<file path="config.mk">
export PLATFORM = sky130hd
export DESIGN_NAME = debug_uart_status_irq
export DESIGN_NICKNAME = d
export VERILOG_FILES = /design/src/rtl/dbg_uart_pkg.sv /design/src/rtl/debug_uart_status_irq.sv
export SDC_FILE = /design/constraint.sdc
export NUM_CORES = 1
export LEC_CHECK = 0
export ABC_AREA = 1
export CAP_MARGIN = 25
export CORE_ASPECT_RATIO = 0.5
export CORE_UTILIZATION = 43
export DETAILED_ROUTE_END_ITERATION = 6
export DONT_BUFFER_PORTS = 1
export GPL_TIMING_DRIVEN = 0
export SLEW_MARGIN = 15
export SYNTH_ARGS = -nofsm -noshare
export SYNTH_HDL_FRONTEND = slang
export SYNTH_SLANG_ARGS = --single-unit
</file>
<file path="constraint.sdc">
create_clock -name sys_clk -period 5.1 [get_ports sys_clk]
set_clock_uncertainty 0.1 [all_clocks]
set_input_delay 0 -clock sys_clk [delete_from_list [all_inputs] [get_ports sys_clk]]
set_output_delay 0 -clock sys_clk [all_outputs]
set_load 0.01 [all_outputs]
</file>
<file path="src/rtl/dbg_uart_pkg.sv">
// Constants and types shared by the debug UART block
`default_nettype none
package dbg_uart_pkg;
  localparam logic [7:0] OFF_CTRL = 8'h00;
  localparam logic [7:0] OFF_MODE = 8'h04;
  localparam logic [7:0] OFF_IEN = 8'h08;
  localparam logic [7:0] OFF_IDIS = 8'h0C;
  localparam logic [7:0] OFF_IMASK = 8'h10;
  localparam logic [7:0] OFF_STAT = 8'h14;
  localparam logic [7:0] OFF_RXH = 8'h18;
  localparam logic [7:0] OFF_TXH = 8'h1C;
  localparam logic [7:0] OFF_BAUD = 8'h20;
  localparam int B_RX_READY = 0;
  localparam int B_TX_READY = 1;
  localparam int B_RXEND = 3;
  localparam int B_TXEND = 4;
  localparam int B_OVRN = 5;
  localparam int B_FRAM = 6;
  localparam int B_PERR = 7;
  localparam int B_TXIDLE = 9;
  localparam int B_TX_BUF_EMPTY = 11;
  localparam int B_RX_BUF_FULL = 12;
  localparam int B_DBGW = 30;
  localparam int B_DBGR = 31;
  localparam logic [31:0] IRQ_VALID = 32'hC0001AFB;
  localparam int C_RSTRX = 2;
  localparam int C_RSTTX = 3;
  localparam int C_RXEN = 4;
  localparam int C_RXDIS = 5;
  localparam int C_TXEN = 6;
  localparam int C_TXDIS = 7;
  localparam int C_CLR_STATUS = 8;
  localparam int MODE_LSB = 14;
  localparam logic [1:0] CH_NORMAL = 2'h0;
  localparam logic [1:0] CH_ECHO = 2'h1;
  localparam logic [1:0] CH_LOCAL = 2'h2;
  localparam logic [1:0] CH_REMOTE = 2'h3;
  localparam logic [1:0] MODE_RST = 2'h0;
  localparam logic [15:0] BAUD_RST = 16'h0000;
  localparam logic [31:0] MASK_RST = 32'h0000_0000;
  localparam int OVERSAMPLE = 16;
  localparam int CNT_W = 20;
  typedef enum logic [4:0] {
    S_IDLE = 5'h01,
    S_START = 5'h02,
    S_DATA = 5'h04,
    S_PAR = 5'h08,
    S_STOP = 5'h10
  } ser_st_e;
  typedef struct packed {
    logic [7:0] addr;
    logic [31:0] wdata;
    logic wr;
    logic rd;
  } reg_req_s;
  typedef struct packed {
    logic rx_end;
    logic tx_end;
    logic tx_buf_empty;
    logic rx_buf_full;
  } dma_flags_s;
endpackage : dbg_uart_pkg
`default_nettype wire

</file>
<file path="src/rtl/debug_uart_status_irq.sv">
// Debug UART: registers, status, interrupt mask, serial engine
//
// Notes on behaviour
// - Enable-register ones set mask bits at defined status bits only; zeros change nothing.
// - Disable-register ones clear mask bits; zeros change nothing.
// - Mask register reads one for each enabled source.
// - Enable, disable, mask and status share one bit layout.
// - Receiver ready sets on a new character, clears on read or disable.
// - Transmitter ready is one unless a char waits or transmitter off.
// - Rx transfer end bit mirrors the receive DMA end signal.
// - Tx transfer end bit mirrors the transmit DMA end signal.
// - Overrun flag sticks until the reset-status command.
// - Framing flag sticks until the reset-status command.
// - Parity flag sticks until the reset-status command.
// - Transmitter idle only with holding and shifter empty and enabled.
// - Tx buffer empty bit mirrors the transmit DMA signal.
// - Rx buffer full bit mirrors the receive DMA signal.
// - Debug write bit follows the processor write flag.
// - Debug read bit follows the processor read flag.
// - Receive holding shows last char in bits 7..0, upper bits zero.
// - Written char is sent after the one being shifted.
// - Divisor 0 stops baud, 1 is master clock, else clock/(16*divisor).
// - Reset-status command clears parity, framing and overrun together.
// - Local loopback feeds transmitter to receiver, tx pin held high.
// - Remote loopback ties rx pin to tx pin, engines disabled.
`default_nettype none
module debug_uart_status_irq
  import dbg_uart_pkg::*;
#(
  parameter bit PARITY_ODD = 1'b0
) (
  input wire logic sys_clk,
  input wire logic sys_rst,
  input wire reg_req_s bus_req,
  output logic [31:0] rdata,
  input wire logic serial_rx_pin,
  output logic serial_tx_pin,
  input wire dma_flags_s dma_flags,
  input wire logic debug_write_pending,
  input wire logic debug_read_pending,
  output logic irq
);

  function automatic logic [CNT_W-1:0] bit_len(input logic [15:0] div);
    if (div == 16'h0001) begin
      bit_len = CNT_W'(1);
    end else begin
      bit_len = CNT_W'(div * OVERSAMPLE);
    end
  endfunction : bit_len

  logic [1:0] chan_mode_q;
  logic [15:0] divisor_q;
  logic [31:0] mask_q;
  logic rx_en_q, rx_stop_q, tx_en_q, tx_stop_q;
  logic [7:0] thr_q, rhr_q;
  logic thr_full_q, rx_ready_q, overrun_q, frame_q, par_err_q;
  logic [2:0] rx_s_q;
  logic rx_pin_q, tx_line_q, tx_pin_q, irq_q;
  logic [31:0] rdata_q;
  ser_st_e rx_st_q, rx_st_d, tx_st_q, tx_st_d;
  logic [CNT_W-1:0] rx_cnt_q, rx_cnt_d, tx_cnt_q, tx_cnt_d;
  logic [8:0] rx_sh_q, rx_sh_d, tx_sh_q, tx_sh_d;
  logic [3:0] rx_n_q, rx_n_d, tx_n_q, tx_n_d;
  logic tx_line_d, thr_take, rx_done, rx_ferr, rx_perr;
  logic [31:0] stat, rd_mux;

  // Register decode
  wire logic wr_ctrl = bus_req.wr && bus_req.addr == OFF_CTRL;
  wire logic wr_mode = bus_req.wr && bus_req.addr == OFF_MODE;
  wire logic wr_ien = bus_req.wr && bus_req.addr == OFF_IEN;
  wire logic wr_idis = bus_req.wr && bus_req.addr == OFF_IDIS;
  wire logic wr_thr = bus_req.wr && bus_req.addr == OFF_TXH;
  wire logic wr_baud = bus_req.wr && bus_req.addr == OFF_BAUD;
  wire logic rd_rhr = bus_req.rd && bus_req.addr == OFF_RXH;
  wire logic [31:0] cw = bus_req.wdata;

  wire logic rst_rx = wr_ctrl && cw[C_RSTRX];
  wire logic rst_tx = wr_ctrl && cw[C_RSTTX];
  wire logic rx_on = wr_ctrl && cw[C_RXEN] && !cw[C_RXDIS];
  wire logic rx_off = wr_ctrl && cw[C_RXDIS];
  wire logic tx_on = wr_ctrl && cw[C_TXEN] && !cw[C_TXDIS];
  wire logic tx_off = wr_ctrl && cw[C_TXDIS];
  wire logic clr_status = wr_ctrl && cw[C_CLR_STATUS];

  // Baud and channel mode
  wire logic baud_on = divisor_q != BAUD_RST;
  wire logic remote = chan_mode_q == CH_REMOTE;
  wire logic [CNT_W-1:0] len = bit_len(divisor_q);
  wire logic [CNT_W-1:0] len_m1 = len - CNT_W'(1);
  wire logic [CNT_W-1:0] half = len >> 1;
  wire logic rx_act = rx_en_q && baud_on && !remote;
  wire logic tx_act = tx_en_q && baud_on && !remote;
  wire logic rx_in = (chan_mode_q == CH_LOCAL) ? tx_line_q : rx_pin_q;
  wire logic rx_tick = rx_cnt_q == '0;
  wire logic tx_tick = tx_cnt_q == '0;
  wire logic tx_busy = tx_st_q != S_IDLE;

  // Disable lets the current work finish before the engine stops
  wire logic rx_en_d = rst_rx ? 1'b0 : rx_on ? 1'b1 :
                       (rx_stop_q && rx_st_q == S_IDLE) ? 1'b0 : rx_en_q;
  wire logic rx_stop_d = (!rx_en_d || rx_on) ? 1'b0 : rx_off ? 1'b1 : rx_stop_q;
  wire logic tx_en_d = rst_tx ? 1'b0 : tx_on ? 1'b1 :
                       (tx_stop_q && !tx_busy && !thr_full_q) ? 1'b0 : tx_en_q;
  wire logic tx_stop_d = (!tx_en_d || tx_on) ? 1'b0 : tx_off ? 1'b1 : tx_stop_q;

  // Receive engine: 8 data bits then parity, then stop
  always_comb begin
    rx_st_d = rx_st_q;
    rx_cnt_d = rx_tick ? len_m1 : rx_cnt_q - CNT_W'(1);
    rx_sh_d = rx_sh_q;
    rx_n_d = rx_n_q;
    rx_done = 1'b0;
    rx_ferr = 1'b0;
    rx_perr = 1'b0;
    if (!rx_act || rst_rx) begin
      rx_st_d = S_IDLE;
    end else begin
      case (rx_st_q)
        S_IDLE: begin
          if (!rx_in) begin
            // One clock a bit: the detecting cycle is already the start bit
            rx_st_d = (len_m1 == '0) ? S_DATA : S_START;
            rx_cnt_d = half;
            rx_n_d = 4'h0;
          end
        end
        S_START: begin
          if (rx_tick) begin
            rx_st_d = rx_in ? S_IDLE : S_DATA;
            rx_n_d = 4'h0;
          end
        end
        S_DATA: begin
          if (rx_tick) begin
            rx_sh_d = {rx_in, rx_sh_q[8:1]};
            rx_n_d = rx_n_q + 4'h1;
            if (rx_n_q == 4'h8) begin
              rx_st_d = S_STOP;
            end
          end
        end
        S_STOP: begin
          if (rx_tick) begin
            rx_st_d = S_IDLE;
            rx_done = 1'b1;
            rx_ferr = !rx_in;
            rx_perr = (^rx_sh_q) ^ PARITY_ODD;
          end
        end
        default: begin
          rx_st_d = S_IDLE;
        end
      endcase
    end
  end

  // Transmit engine; the holding char loads only when the shifter is idle
  always_comb begin
    tx_st_d = tx_st_q;
    tx_cnt_d = tx_tick ? len_m1 : tx_cnt_q - CNT_W'(1);
    tx_sh_d = tx_sh_q;
    tx_n_d = tx_n_q;
    tx_line_d = tx_line_q;
    thr_take = 1'b0;
    if (rst_tx || !tx_act) begin
      tx_st_d = S_IDLE;
      tx_line_d = 1'b1;
    end else begin
      case (tx_st_q)
        S_IDLE: begin
          if (thr_full_q) begin
            thr_take = 1'b1;
            tx_sh_d = {(^thr_q) ^ PARITY_ODD, thr_q};
            tx_st_d = S_START;
            tx_cnt_d = len_m1;
            tx_line_d = 1'b0;
          end
        end
        S_START: begin
          if (tx_tick) begin
            tx_st_d = S_DATA;
            tx_line_d = tx_sh_q[0];
            tx_sh_d = tx_sh_q >> 1;
            tx_n_d = 4'h0;
          end
        end
        S_DATA: begin
          if (tx_tick) begin
            if (tx_n_q == 4'h8) begin
              tx_st_d = S_STOP;
              tx_line_d = 1'b1;
            end else begin
              tx_line_d = tx_sh_q[0];
              tx_sh_d = tx_sh_q >> 1;
              tx_n_d = tx_n_q + 4'h1;
            end
          end
        end
        S_STOP: begin
          if (tx_tick) begin
            tx_st_d = S_IDLE;
          end
        end
        default: begin
          tx_st_d = S_IDLE;
        end
      endcase
    end
  end

  // Flag updates: a setting event wins over a same-cycle clear
  wire logic ovr_ev = rx_done && rx_ready_q && !rd_rhr;
  wire logic rx_ready_d = rx_done || (rx_ready_q && !rd_rhr && rx_en_q);
  wire logic overrun_d = ovr_ev || (overrun_q && !clr_status);
  wire logic frame_d = (rx_done && rx_ferr) || (frame_q && !clr_status);
  wire logic par_err_d = (rx_done && rx_perr) || (par_err_q && !clr_status);
  wire logic thr_full_d = !rst_tx && (wr_thr || (thr_full_q && !thr_take));
  wire logic [31:0] ien_bits = wr_ien ? (cw & IRQ_VALID) : '0;
  wire logic [31:0] idis_bits = wr_idis ? cw : '0;
  wire logic [31:0] mask_d = (mask_q | ien_bits) & ~idis_bits;

  // Status word, common layout with the mask
  always_comb begin
    stat = '0;
    stat[B_RX_READY] = rx_ready_q;
    stat[B_TX_READY] = tx_en_q && !thr_full_q;
    stat[B_RXEND] = dma_flags.rx_end;
    stat[B_TXEND] = dma_flags.tx_end;
    stat[B_OVRN] = overrun_q;
    stat[B_FRAM] = frame_q;
    stat[B_PERR] = par_err_q;
    stat[B_TXIDLE] = tx_en_q && !thr_full_q && !tx_busy;
    stat[B_TX_BUF_EMPTY] = dma_flags.tx_buf_empty;
    stat[B_RX_BUF_FULL] = dma_flags.rx_buf_full;
    stat[B_DBGW] = debug_write_pending;
    stat[B_DBGR] = debug_read_pending;
  end

  // Read data; unmapped and write-only offsets read zero
  always_comb begin
    case (bus_req.addr)
      OFF_MODE: rd_mux = 32'(chan_mode_q) << MODE_LSB;
      OFF_IMASK: rd_mux = mask_q;
      OFF_STAT: rd_mux = stat;
      OFF_RXH: rd_mux = {24'h000000, rhr_q};
      OFF_BAUD: rd_mux = {16'h0000, divisor_q};
      default: rd_mux = '0;
    endcase
  end

  // Echo and remote copy the filtered rx level; local idles high
  wire logic tx_pin_d = (chan_mode_q == CH_NORMAL) ? tx_line_q :
                        (chan_mode_q == CH_LOCAL) ? 1'b1 : rx_pin_q;
  wire logic rx_pin_d = (rx_s_q[1] == rx_s_q[2]) ? rx_s_q[2] : rx_pin_q;

  always_ff @(posedge sys_clk or posedge sys_rst) begin
    if (sys_rst) begin
      chan_mode_q <= MODE_RST;
      divisor_q <= BAUD_RST;
      mask_q <= MASK_RST;
      rdata_q <= '0;
      irq_q <= 1'b0;
    end else begin
      chan_mode_q <= wr_mode ? cw[MODE_LSB+1:MODE_LSB] : chan_mode_q;
      divisor_q <= wr_baud ? cw[15:0] : divisor_q;
      mask_q <= mask_d;
      rdata_q <= bus_req.rd ? rd_mux : '0;
      irq_q <= |(stat & mask_q);
    end
  end

  always_ff @(posedge sys_clk or posedge sys_rst) begin
    if (sys_rst) begin
      rx_en_q <= 1'b0;
      rx_stop_q <= 1'b0;
      tx_en_q <= 1'b0;
      tx_stop_q <= 1'b0;
      rx_ready_q <= 1'b0;
      overrun_q <= 1'b0;
      frame_q <= 1'b0;
      par_err_q <= 1'b0;
      thr_full_q <= 1'b0;
    end else begin
      rx_en_q <= rx_en_d;
      rx_stop_q <= rx_stop_d;
      tx_en_q <= tx_en_d;
      tx_stop_q <= tx_stop_d;
      rx_ready_q <= rx_ready_d;
      overrun_q <= overrun_d;
      frame_q <= frame_d;
      par_err_q <= par_err_d;
      thr_full_q <= thr_full_d;
    end
  end

  always_ff @(posedge sys_clk or posedge sys_rst) begin
    if (sys_rst) begin
      thr_q <= 8'h00;
      rhr_q <= 8'h00;
      rx_s_q <= 3'h7;
      rx_pin_q <= 1'b1;
      tx_line_q <= 1'b1;
      tx_pin_q <= 1'b1;
    end else begin
      thr_q <= wr_thr ? cw[7:0] : thr_q;
      rhr_q <= rx_done ? rx_sh_q[7:0] : rhr_q;
      rx_s_q <= {rx_s_q[1:0], serial_rx_pin};
      rx_pin_q <= rx_pin_d;
      tx_line_q <= tx_line_d;
      tx_pin_q <= tx_pin_d;
    end
  end

  always_ff @(posedge sys_clk or posedge sys_rst) begin
    if (sys_rst) begin
      rx_st_q <= S_IDLE;
      rx_cnt_q <= '0;
      rx_sh_q <= '0;
      rx_n_q <= 4'h0;
      tx_st_q <= S_IDLE;
      tx_cnt_q <= '0;
      tx_sh_q <= '0;
      tx_n_q <= 4'h0;
    end else begin
      rx_st_q <= rx_st_d;
      rx_cnt_q <= rx_cnt_d;
      rx_sh_q <= rx_sh_d;
      rx_n_q <= rx_n_d;
      tx_st_q <= tx_st_d;
      tx_cnt_q <= tx_cnt_d;
      tx_sh_q <= tx_sh_d;
      tx_n_q <= tx_n_d;
    end
  end

  assign rdata = rdata_q;
  assign serial_tx_pin = tx_pin_q;
  assign irq = irq_q;
endmodule : debug_uart_status_irq
`default_nettype wire

</file>
==> Yosys cells after proc, flatten, opt, wreduce, memory -nomap -nowiden <==
Index checks and enable logic that the tools add are counted.
{ "totals": {"reg_bits": 190, "in_bits": 51, "out_inout_bits": 34, "wordCells": 233} }
{ "op_classes": {"addsub": 5, "eq_ne": 40, "mux": 73, "bitwise_logic": 6, "reduce_logical": 81} }
{ "op_table": {"columns": ["op", "count"], "rows": [
  ["two-way mux 20 bit", 9],
  ["case mux 32 bit (5 select lines)", 1],
  ["two-way mux 32 bit", 3],
  ["AND 32 bit", 2],
  ["zero test 20 bit", 3],
  ["two-way mux 5 bit", 12],
  ["subtractor 20 x 1 -> 20 bit, second input constant", 3],
  ["case mux 5 bit (4 select lines)", 2],
  ["logical AND 1 bit", 36],
  ["two-way mux 9 bit", 4],
  ["== test 8 x 5 -> 1 bit, second input constant", 4],
  ["inverter 32 bit", 1],
  ["OR 32 bit", 1],
  ["OR reduction 32 bit", 1],
  ["two-way mux 1 bit", 30],
  ["!= test 3 bit, second input constant", 9],
  ["case mux 9 bit (3 select lines)", 1],
  ["two-way mux 4 bit", 6],
  ["AND reduction 5 bit", 4],
  ["== test 16 x 1 -> 1 bit, second input constant", 1],
  ["== test 8 x 4 -> 1 bit, second input constant", 2],
  ["nonzero test 16 bit", 1],
  ["zero test 1 bit", 14],
  ["!= test 2 bit, second input constant", 7],
  ["28 further kinds", 48]
]} }

==> Longest topological paths before layout <==
Gate-level depths: netlist of run 1.
{ "logic_depth": {"depth_word": 10, "depth_mapped": 13, "ltp_nobuf": 13} }

==> Worst setup path before layout of run 1 <==
No wires, ideal clock.
{ "synth_path": {"path_type": "register to register", "startpoint": "register divisor_q[0]", "endpoint": "register tx_sh_q[3]", "setup_ps": 126, "t_arrival_ps": 1643, "required_ps": 4874, "slack_ps": 3231, "path_stages_with_launch": 10, "n_path_buf": 1, "synth_period_minus_slack_ps": 1869, "path_cell_list": "dfrtp_1 inv_1 ha_1 inv_1 nor2_1 nand3_2 nand3_2 nor3_4 buf_6 o21ai_0"} }
{ "synth_between": {"elab_chain_len": 7} }
{ "synth_rtl": {"columns": ["item", "line_no", "text"], "rows": [
  ["start, declared", "debug_uart_status_irq.sv:53", "logic [15:0] divisor_q;"],
  ["start signal, assigned", "debug_uart_status_irq.sv:266", "divisor_q <= wr_baud ? cw[15:0] : divisor_q;"],
  ["nonzero test 16 bit", "debug_uart_status_irq.sv:87", "wire logic baud_on = divisor_q != BAUD_RST;"],
  ["logical AND 1 bit (2 in a row)", "debug_uart_status_irq.sv:93", "wire logic tx_act = tx_en_q && baud_on && !remote;"],
  ["zero test 1 bit", "debug_uart_status_irq.sv:166", "if (rst_tx || !tx_act) begin"],
  ["logical OR 1 bit", "debug_uart_status_irq.sv:166", null],
  ["inverter 1 bit (no source line)", null, null],
  ["AND reduction 6 bit (no source line)", null, null],
  ["end signal, assigned", "debug_uart_status_irq.sv:332", "tx_sh_q <= tx_sh_d;"],
  ["end, declared", "debug_uart_status_irq.sv:63", "logic [8:0] rx_sh_q, rx_sh_d, tx_sh_q, tx_sh_d;"]
]} }
No other way between the ends.
A chain may end at the register's enable or synchronous reset.

==> Worst setup path in the final report of run 1 <==
{ "layout_path": {"startpoint": "input bus_req[34] (netlist name)", "endpoint": "register tx_stop_q"} }
{ "layout_between": {"elab_chain_len": 9, "word_cells_on_any_way": 12, "classes_between": "3 x mux; 9 x reduce/logical"} }
{ "layout_rtl": {"columns": ["item", "line_no", "text"], "rows": [
  ["start, declared", "debug_uart_status_irq.sv:34", "input wire reg_req_s bus_req,"],
  ["zero test 8 bit *", "debug_uart_status_irq.sv:69", "wire logic wr_ctrl = bus_req.wr && bus_req.addr == OFF_CTRL;"],
  ["logical AND 1 bit *", "debug_uart_status_irq.sv:69", null],
  ["logical AND 1 bit (2 in a row)", "debug_uart_status_irq.sv:82", "wire logic tx_on = wr_ctrl && cw[C_TXEN] && !cw[C_TXDIS];"],
  ["two-way mux 1 bit", "debug_uart_status_irq.sv:103", "wire logic tx_en_d = rst_tx ? 1'b0 : tx_on ? 1'b1 :"],
  ["two-way mux 1 bit *", "debug_uart_status_irq.sv:103", null],
  ["named net tx_en_d", "debug_uart_status_irq.sv:103", null],
  ["zero test 1 bit *", "debug_uart_status_irq.sv:105", "wire logic tx_stop_d = (!tx_en_d || tx_on) ? 1'b0 : tx_off ? 1'b1 : tx_stop_q;"],
  ["logical OR 1 bit *", "debug_uart_status_irq.sv:105", null],
  ["two-way mux 1 bit or nonzero test 2 bit (tied branches)", null, null],
  ["end signal, assigned", "debug_uart_status_irq.sv:288", "tx_stop_q <= tx_stop_d;"],
  ["end, declared", "debug_uart_status_irq.sv:55", "logic rx_en_q, rx_stop_q, tx_en_q, tx_stop_q;"]
]} }
Mark *: on every way through the listed nets, which the timed path passes. The rest lies on a longest branch.

==> metrics, run 1 <==
hold slack final 0.0739 ns; RD Place Congestion 0.936; vias 8828; Post-Syn Area 0.00994 sq mm; Root Buffer clkbuf_16; sequential share of power 47.5%; sw frac 28.8%; Avg WL per Cell 17.3 um; I/O pin total 85; Psw 0.000997 W; syn_nets 1322; Internal 0.00246 W; Seq cells post-synth 188; worst slew pin tran 0.685 ns; Starting Density 44.9%; CTS tree done; die area 0.0238 sq mm; total power 0.00346 W; P_leak 5.62 nW; max-slew violations 0; largest net degree at the start of global routing 35; number of DRC markers in iteration 0 737; vias in the first global route 8673; hpwl dp 21400 um; Worst IR Drop VDD 252 uV; Tmin final 3.31 ns; Synth cell types 47; Avg Inst Size Synth 7.89 sq um; core area 0.0222 sq mm; first-pass GRT wire length 46500 um; CP Launch Type input port; initial antenna violation count 0; critical path arrival 3.58 ns; DIE WIDTH 217 um; worst min path class input port to register; CP Max Fanout 4; TritonCTS Sinks 188; fraction of layout cells with a size suffix above 1 9.40%; vias per std cell 5.25; Setup Crit Path Kind input port to register; WL final 29100 um; Setup Viol. Count Final 0; Fmax 302 MHz; die height 110 um; Total GRT Usage 25.7%; row count 38; RSZ-0062 raised after global routing false; status finished, final reports clean; Antenna Violating Nets Remaining 0; Post-CTS Resized 0; global route overflow 0; H-Tree Depth 4; Max Root-Sink Buffers 2; CP endpoint kind register; final-report hold violation count 0; synth warn 0; DR pass1 iterations 6; CTS buffer count 17; Worst Path Required 5.37 ns; NumNets Final 1433; Post-Synthesis Cells 1259; Power per Cell Area 290 mW/mm^2; setup bufs post-CTS 0; max cap viols 0; Worst-path clk slew 0.08 ns; register area share after synthesis 47.4%; Clk pwr share 40.0%; setup_tns 0 ns; final core occ 53.7%; number of diodes 0; worst skew pair latency 0.45 ns; Gate power share 12.5%; P&R area growth vs syn 19.8%; DR DRC count 0; Slew HR 54.2%; IO Port Bufs 0; Final period util 64.9%
==> state kept, by name, summed over array words and instances (netlist names), 2 cells and up <==
name         count
rdata           32
rx_sh_q          9
rx_n_q           4
tx_n_q           4
rhr_q            8
tx_st_q          4
rx_cnt_q        20
chan_mode_q      2
rx_st_q          4
mask_q          32
tx_sh_q          9
divisor_q       16
rx_s_q           3
thr_q            8
tx_cnt_q        20
==> final timing paths <==
| check | start | endpoint | slack, ns | cells after the start |
|---|---|---|---|---|
| setup / recovery | bus_req[34] | tx_stop_q | 1.79 | 11 |
| hold / removal | bus_req[41] | rdata[8] | 0.07 | 7 |
| setup reg to reg | divisor_q[0] | rx_cnt_q[14] | 2.58 | 10 |
| hold reg to reg | rx_s_q[0] | rx_s_q[1] | 0.26 | 0 |
| max in group asynchronous | sys_rst | rx_sh_q[5] | 3.69 | 3 |
| min in group asynchronous | sys_rst | rx_ready_q | 0.11 | 3 |
==> layout make-up <==
| cell class | count | area, sq um |
|---|---|---|
| fillers | 2045 | 10200 |
| flip-flops and latches | 188 | 4710 |
| multi-input cells | 869 | 4390 |
| repair buffers | 92 | 988 |
| inverters | 174 | 657 |
| clock buffers | 19 | 453 |
| well taps | 300 | 375 |
| plain buffers | 28 | 179 |
| clock inverters | 13 | 149 |
==> cells in the final DEF, fill, tap and decap left out, drive strengths merged, types with 2 or more instances in the layout <==
cell,n
a21oi,61
a221oi,3
a31oi,2
buf,28
clkbuf,25
clkinv,4
clkinvlp,2
dfrtp,180
dfstp,8
dlygate4sd3,86
ha,12
inv,180
nand2,332
nand3,76
nand3b,4
nand4,23
nor2,144
nor3,21
nor3b,2
nor4,2
o2111ai,3
o211ai,3
o21ai,124
o31ai,2
xnor2,19
xor2,29
==> timing repair <==
item / 4_1_cts / 5_1_grt
setup endpoints to repair: 0 / 0
endpoints found under the hold margin: 302 / 0
hold buffers: 86 / 0
==> worst max-delay path, stage by stage <==
cell	delay, ns
dlygate4sd3_1	0.57
nor2_4	0.12
dlygate4sd3_1	0.69
nand3_4	0.11
dlygate4sd3_1	0.67
nor2_2	0.24
dlygate4sd3_1	0.67
nand3_1	0.12
a21oi_1	0.21
nand2_1	0.07
a21oi_1	0.10
==> power groups by stage <==
stage | registers (W) | logic, W | clock network, W
after floorplan | 0.00165 | 0.000281 | 0
after global placement | 0.00167 | 0.000352 | 0
after detailed placement | 0.00167 | 0.000370 | 0
after CTS | 0.00164 | 0.000427 | 0.00140
after global routing | 0.00165 | 0.000487 | 0.00147
final | 0.00164 | 0.000431 | 0.00138
==> metrics by stage <==
stage / instances / instance area (sq um) / setup slack, ns
after floorplan: 1259 / 9940 / 2.59
after global placement: 1559 / 10300 / 1.54
after detailed placement: 1565 / 10400 / 2.64
after CTS: 1683 / 11900 / 1.84
after global routing: 1683 / 11900 / 1.68
final: 1683 / 11900 / 1.79
==> cell usage after synthesis (all sizes together) <==
cell       n  area share, %
a21oi     61            3.1
a221oi     3           0.26
a22o       1          0.088
a31oi      2           0.13
a32o       1           0.10
a41oi      1          0.088
buf       22            1.6
clkbuf     6           0.23
dfrtp    180             45
dfstp      8            2.1
ha        12            1.5
inv      174            6.6
maj3       1           0.10
nand2    332             13
nand3     76            4.5
nand3b     4           0.30
nand4     23            1.6
nor2     144            6.2
nor3      21            1.6
nor3b      2           0.20
nor4       2           0.13
o2111ai    3           0.26
o211ai     3           0.23
o21ai    124            6.4
o21bai     1          0.076
o22ai      1          0.063
o31ai      2           0.20
or2        1          0.063
xnor2     19            1.7
xor2      29            2.6
==> layer usage <==
| layer | share of wire [%] | global-route usage (%) | vias up |
|---|---|---|---|
| met5 | 0 | 0 | - |
| met4 | 1.4 | 7.44 | 0 |
| met3 | 7.4 | 5.50 | 31 |
| met2 | 43 | 39.2 | 309 |
| met1 | 48 | 36.9 | 4250 |
| li1 | - | - | 4238 |
==> cell families after synthesis <==
group	synth area share (%)
AO/OA/AOI/OAI	10.9
XOR/XNOR	4.23
adder cells (fa/ha/maj)	1.61
buffers and inverters	8.37
flip-flops	47.4
AND/OR/NAND/NOR	27.4
Note: power is estimated with default switching activity, not from simulation.
==> run 2, diff against run 1 <==
clock period = 3.4 ns   (was 5.1 ns; I/O delays follow)
==> metrics, run 2 (synthesis gave the netlist of run 1 again) <==
Post-Place Worst Slack 0.944 ns (was 2.64 ns); Final period util 79.4%; Setup Crit Path Kind input port to register (unchanged); NumNets Final 1433 (unchanged); Power per Cell Area 435 mW/mm^2 (was 290 mW/mm^2); TritonCTS Sinks 188 (unchanged); first-pass GRT wire length 46500 um (unchanged); Reg2Reg Depth 10 (unchanged); largest net degree at the start of global routing 35 (unchanged); Fmax 370 MHz; Hold Path Origin bus_req[41] (unchanged); CTS tree done (unchanged); vias in the first global route 8673 (unchanged); Avg WL per Cell 17.3 um (about the same); WHS Endpoint rdata[8] (unchanged); Worst IR Drop VDD 381 uV (was 252 uV); core area 0.0222 sq mm (unchanged); final-report hold violation count 0 (unchanged); worst min path class input port to register (unchanged); CTS buffer count 17 (unchanged); RSZ-0062 raised after global routing false (unchanged); Root Buffer clkbuf_16 (unchanged); status finished, final reports clean (unchanged); Internal 0.00369 W (was 0.00246 W); Post-CTS Resized 0 (unchanged); Clk pwr share 40.0% (about the same); Max Root-Sink Buffers 2 (unchanged); most frequent cells in the layout nand2_1 (321), dfrtp_1 (180), inv_1 (162) (unchanged); vias 8848 (was 8828); sw frac 28.8% (about the same); DR pass1 iterations 5 (was 6); hpwl dp 21400 um (unchanged); P&R area growth vs syn 19.8% (unchanged); Worst Path Required 3.67 ns (was 5.37 ns); design area 0.0119 sq mm (unchanged); Total GRT Usage 25.7% (unchanged); I/O pin total 85 (unchanged); DR DRC count 0 (unchanged); worst skew pair latency 0.45 ns (about the same); die area 0.0238 sq mm (unchanged); number of diodes 0 (unchanged); Tmin final 2.70 ns; RD Place Congestion 0.936 (unchanged); IO Port Bufs 0 (unchanged); sequential share of power 47.6% (was 47.5%); die height 110 um (unchanged); vias per std cell 5.26 (was 5.25); initial antenna violation count 0 (unchanged); Setup Viol. Count Final 0 (unchanged); reg2reg start divisor_q[0] (unchanged); Gate power share 12.5% (about the same); number of DRC markers in iteration 0 764 (was 737); DIE WIDTH 217 um (unchanged); Slew HR 54.8% (was 54.2%); H-Tree Depth 4 (unchanged); worst slew pin tran 0.676 ns (was 0.685 ns); P_leak 5.61 nW (was 5.62 nW); WL final 29200 um (was 29100 um); Starting Density 44.9% (unchanged); Psw 0.00149 W (was 0.000997 W); row count 38 (unchanged); reg-to-reg setup timing slack 0.89 ns (was 2.58 ns); Antenna Violating Nets Remaining 0 (unchanged); fraction of layout cells with a size suffix above 1 9.40% (unchanged); hold path cells 7 (unchanged); DP Area 0.0104 sq mm (unchanged); max-slew violations 0 (unchanged); final worst setup slack 0.699 ns (was 1.79 ns); CP Launch Type input port (unchanged); CP Max Fanout 5 (was 4); Worst-path clk slew 0.08 ns (about the same); global route overflow 0 (unchanged); R2R Path End rx_cnt_q[14] (unchanged); CP endpoint kind register (unchanged); critical path arrival 2.98 ns (was 3.58 ns); max cap viols 0 (unchanged); most common cell after layout, fill and taps aside nand2_1 (unchanged)
-- run 2: cell counts in the layout (fill, tap and decap cells not counted) --
No cell type changed its count.
-- run 2: metal layers --
| layer | vias up | track usage [%] | share of wire (%) |
|---|---|---|---|
| met1 | 4275 | 36.9 | 48 |
| met4 | 0 | 7.44 | 1.5 |
| met5 | - | 0 | 0 |
| met3 | 30 | 5.50 | 7.0 |
| met2 | 308 | 39.2 | 43 |
| li1 | 4235 | - | - |
-- run 2: worst max path at each step --
stage | startpoint | to | slack (ns) | depth (start not counted)
finish | bus_req[35] | tx_stop_q | 0.70 | 10
global route | bus_req[35] | rx_stop_q | 0.58 | 10
CTS | bus_req[34] | tx_stop_q | 0.14 | 11
detailed placement | divisor_q[0] | rx_cnt_q[14] | 0.94 | 10
global placement | sys_rst | tx_cnt_q[5] | -0.16 | 1
floorplan | sys_rst | chan_mode_q[0] | 0.89 | 1
-- run 2: cell type report --
| cell class | count | area, sq um |
|---|---|---|
| tap | 300 | 375 |
| sequential | 188 | 4710 |
| buffer | 28 | 179 |
| timing repair buffer | 92 | 988 |
| fill | 2042 | 10200 |
| multi-input combinational | 869 | 4390 |
| inverter | 174 | 657 |
| clock buffer | 19 | 453 |
| clock inverter | 13 | 149 |
-- run 2: worst max-delay path: stages --
cell and delay [ns]:
dlygate4sd3_1 0.57, nor2_4 0.21, nand3_4 0.11, dlygate4sd3_1 0.67
nor2_2 0.25, dlygate4sd3_1 0.67, nand3_1 0.12, a21oi_1 0.21
nand2_1 0.07, a21oi_1 0.10
-- run 2: what timing repair did --
item                                    CTS  global route
hold buffers                             86             1
endpoints found under the hold margin   302             1
endpoints found under the setup margin    0             2
buffers inserted                          0             0
-- run 2: power by group through the flow --
stage / clock network [W] / registers [W] / logic [W]
6_report: 0.00207 / 0.00247 / 0.000647
5_1_grt: 0.00220 / 0.00248 / 0.000731
4_1_cts: 0.00210 / 0.00246 / 0.000640
3_5_place_dp: 0 / 0.00251 / 0.000554
3_3_place_gp: 0 / 0.00250 / 0.000528
2_1_floorplan: 0 / 0.00247 / 0.000422
-- run 2: metrics by stage --
step                hold WS, ns  instances  power [W]  setup TNS, ns  util (%)
global placement        -0.0954       1559    0.00303         -25.98      46.6
CTS                      0.0444       1683    0.00520              0      53.7
detailed placement       -0.183       1565    0.00306              0      47.1
finish                   0.0666       1683    0.00518              0      53.7
floorplan               -0.0955       1259    0.00290              0         -
global route             0.0936       1683    0.00541              0      53.7
==> run 3, diff against run 2 <==
clock period = 2.39 ns   (was 3.4 ns; I/O delays follow)
==> metrics, run 3 (synthesis gave the netlist of run 1 again) <==
most frequent cells in the layout nand2_1 (321), dfrtp_1 (178), inv_1 (161) (was nand2_1 (321), dfrtp_1 (180), inv_1 (162)); Filler cells 2045 (was 2042); CTS buffer count 17 (unchanged); Final Instance Count excl. Fillers 1683 (unchanged); Hold Path Origin bus_req[36] (was bus_req[41]); status finished, final reports clean (unchanged); final core occ 53.9% (was 53.7%); Max Root-Sink Buffers 2 (unchanged); most common cell after layout, fill and taps aside nand2_1 (unchanged); largest net degree at the start of global routing 35 (unchanged); global route overflow 0 (unchanged); P_leak 5.61 nW (about the same); Power per Cell Area 618 mW/mm^2 (was 435 mW/mm^2); first-pass GRT wire length 46700 um (was 46500 um); P&R area growth vs syn 20.1% (was 19.8%); Bufs and invs on worst path 3 (unchanged); Total GRT Usage 25.8% (was 25.7%); vias in the first global route 8717 (was 8673); max-slew violations 0 (unchanged); Critical Path, Cell by Cell dlygate4sd3_1 > nor2_4 > nand3_1 > nor2_1 > nand2_1 > dlygate4sd3_1 > o21ai_0 > dlygate4sd3_1 (was dlygate4sd3_1 > nor2_4 > nand3_4 > dlygate4sd3_1 > nor2_2 > dlygate4sd3_1 > nand3_1 > a21oi_1 > nand2_1 > a21oi_1); row count 38 (unchanged); TritonCTS Sinks 188 (unchanged); total power 0.00738 W (was 0.00518 W); Worst-path clk slew 0.08 ns (about the same); fraction of layout cells with a size suffix above 1 9.99% (was 9.40%); Final period util 95.4%; Starting Density 44.9% (unchanged); placed cell count 1565 (unchanged); DIE WIDTH 217 um (unchanged); critical path arrival 2.56 ns (was 2.98 ns); WL final 29200 um (about the same); initial antenna violation count 1 (was 0); critical path's top delay family buffers and inverters (unchanged); Setup Crit Path Kind input port to register (unchanged); Avg WL per Cell 17.3 um (about the same); number of DRC markers in iteration 0 722 (was 764); Tmin final 2.28 ns; I/O pin total 85 (unchanged); die height 110 um (unchanged); worst skew pair latency 0.45 ns (about the same); Antenna Violating Nets Remaining 0 (unchanged); core area 0.0222 sq mm (unchanged); worst min path class input port to register (unchanged); H-Tree Depth 4 (unchanged); Slew HR 54.7% (was 54.8%); Worst path most repeated cell dlygate4sd3_1 (unchanged); max cap viols 0 (unchanged); Largest stage delay, worst path 0.57 ns (was 0.67 ns); hpwl dp 21400 um (unchanged); NumNets Final 1432 (was 1433); reg2reg start divisor_q[1] (was divisor_q[0]); Setup Viol. Count Final 0 (unchanged); Fmax 439 MHz; Root Buffer clkbuf_16 (unchanged); Worst Path Required 2.67 ns (was 3.67 ns); Crit-path slowest cell dlygate4sd3_1 (unchanged); CTS tree done (unchanged); IO Port Bufs 0 (unchanged); DR pass1 iterations 5 (unchanged); Post-Place Worst Slack -0.0655 ns (was 0.944 ns); RD Place Congestion 0.936 (unchanged); CP Launch Type input port (unchanged); final-report hold violation count 0 (unchanged); Worst IR Drop VDD 543 uV (was 381 uV); CP endpoint kind register (unchanged); DR DRC count 0 (unchanged); final worst setup slack 0.111 ns (was 0.699 ns); setup_tns 0 ns (unchanged); vias per std cell 5.26 (about the same); Crit. Startpoint bus_req[35] (unchanged); worst slew pin tran 0.678 ns (was 0.676 ns); vias 8857 (was 8848); die area 0.0238 sq mm (unchanged); CP Max Fanout 5 (unchanged)
==> run 3: metal layers <==
metal / vias up / part of all wire (%) / GRT usage (%)
met1: 4283 / 47 / 36.7
met3: 28 / 8.1 / 5.95
met2: 312 / 43 / 39.3
met4: 0 / 1.4 / 7.90
met5: - / 0 / 0
li1: 4234 / - / -
==> run 3: per-stage QoR <==
stage / hold WS [ns] / instance area, sq um
2_1_floorplan: -0.0955 / 9940
3_3_place_gp: -0.0954 / 10300
3_5_place_dp: -0.183 / 10400
4_1_cts: 0.0411 / 11900
5_1_grt: 0.0777 / 11900
6_report: 0.0610 / 11900
==> run 3: worst register-to-register path, stage by stage (launching register included) <==
cell and delay, ns:
dfrtp_2 0.45, inv_1 0.18, ha_1 0.23, nand2_1 0.08
inv_1 0.04, a21oi_1 0.41, nand2_1 0.19, xor2_1 0.24
nand2_1 0.10, nand2_1 0.07, nand2_1 0.06
==> run 3: path summary, 6_finish.rpt <==
check,end,slack (ns),depth (start not counted)
min in group asynchronous,rhr_q[0],0.11,3
setup reg to reg,rx_cnt_q[10],0.12,10
hold / removal,rdata[2],0.06,5
hold reg to reg,rx_s_q[1],0.26,0
max in group asynchronous,rx_sh_q[5],0.99,3
setup / recovery,chan_mode_q[1],0.11,8
==> run 3: area by class of cell <==
class / instances / area [sq um] / area share, %
sequential: 188 / 4720 / 39.5
multi-input combinational: 869 / 4420 / 37.0
timing repair buffer: 91 / 976 / 8.18
inverter: 174 / 661 / 5.53
clock buffer: 19 / 453 / 3.79
tap: 300 / 375 / 3.14
buffer: 28 / 181 / 1.52
clock inverter: 13 / 149 / 1.25
antenna: 1 / 2.50 / 0.0210
==> run 3: repair_timing <==
item | 4_1_cts | 5_1_grt
endpoints found under the hold margin | 302 | 0
pin swaps | 0 | 1
hold buffers | 84 | 0
resized for setup | 2 | 11
setup endpoints to repair | 3 | 69
setup buffers | 0 | 2
==> run 3: where the power goes <==
part | switching (W) | internal (W)
Sequential | 0.000173 | 0.00334
Clock | 0.00140 | 0.00154
Combinational | 0.000551 | 0.000372
Total | 0.00213 | 0.00525
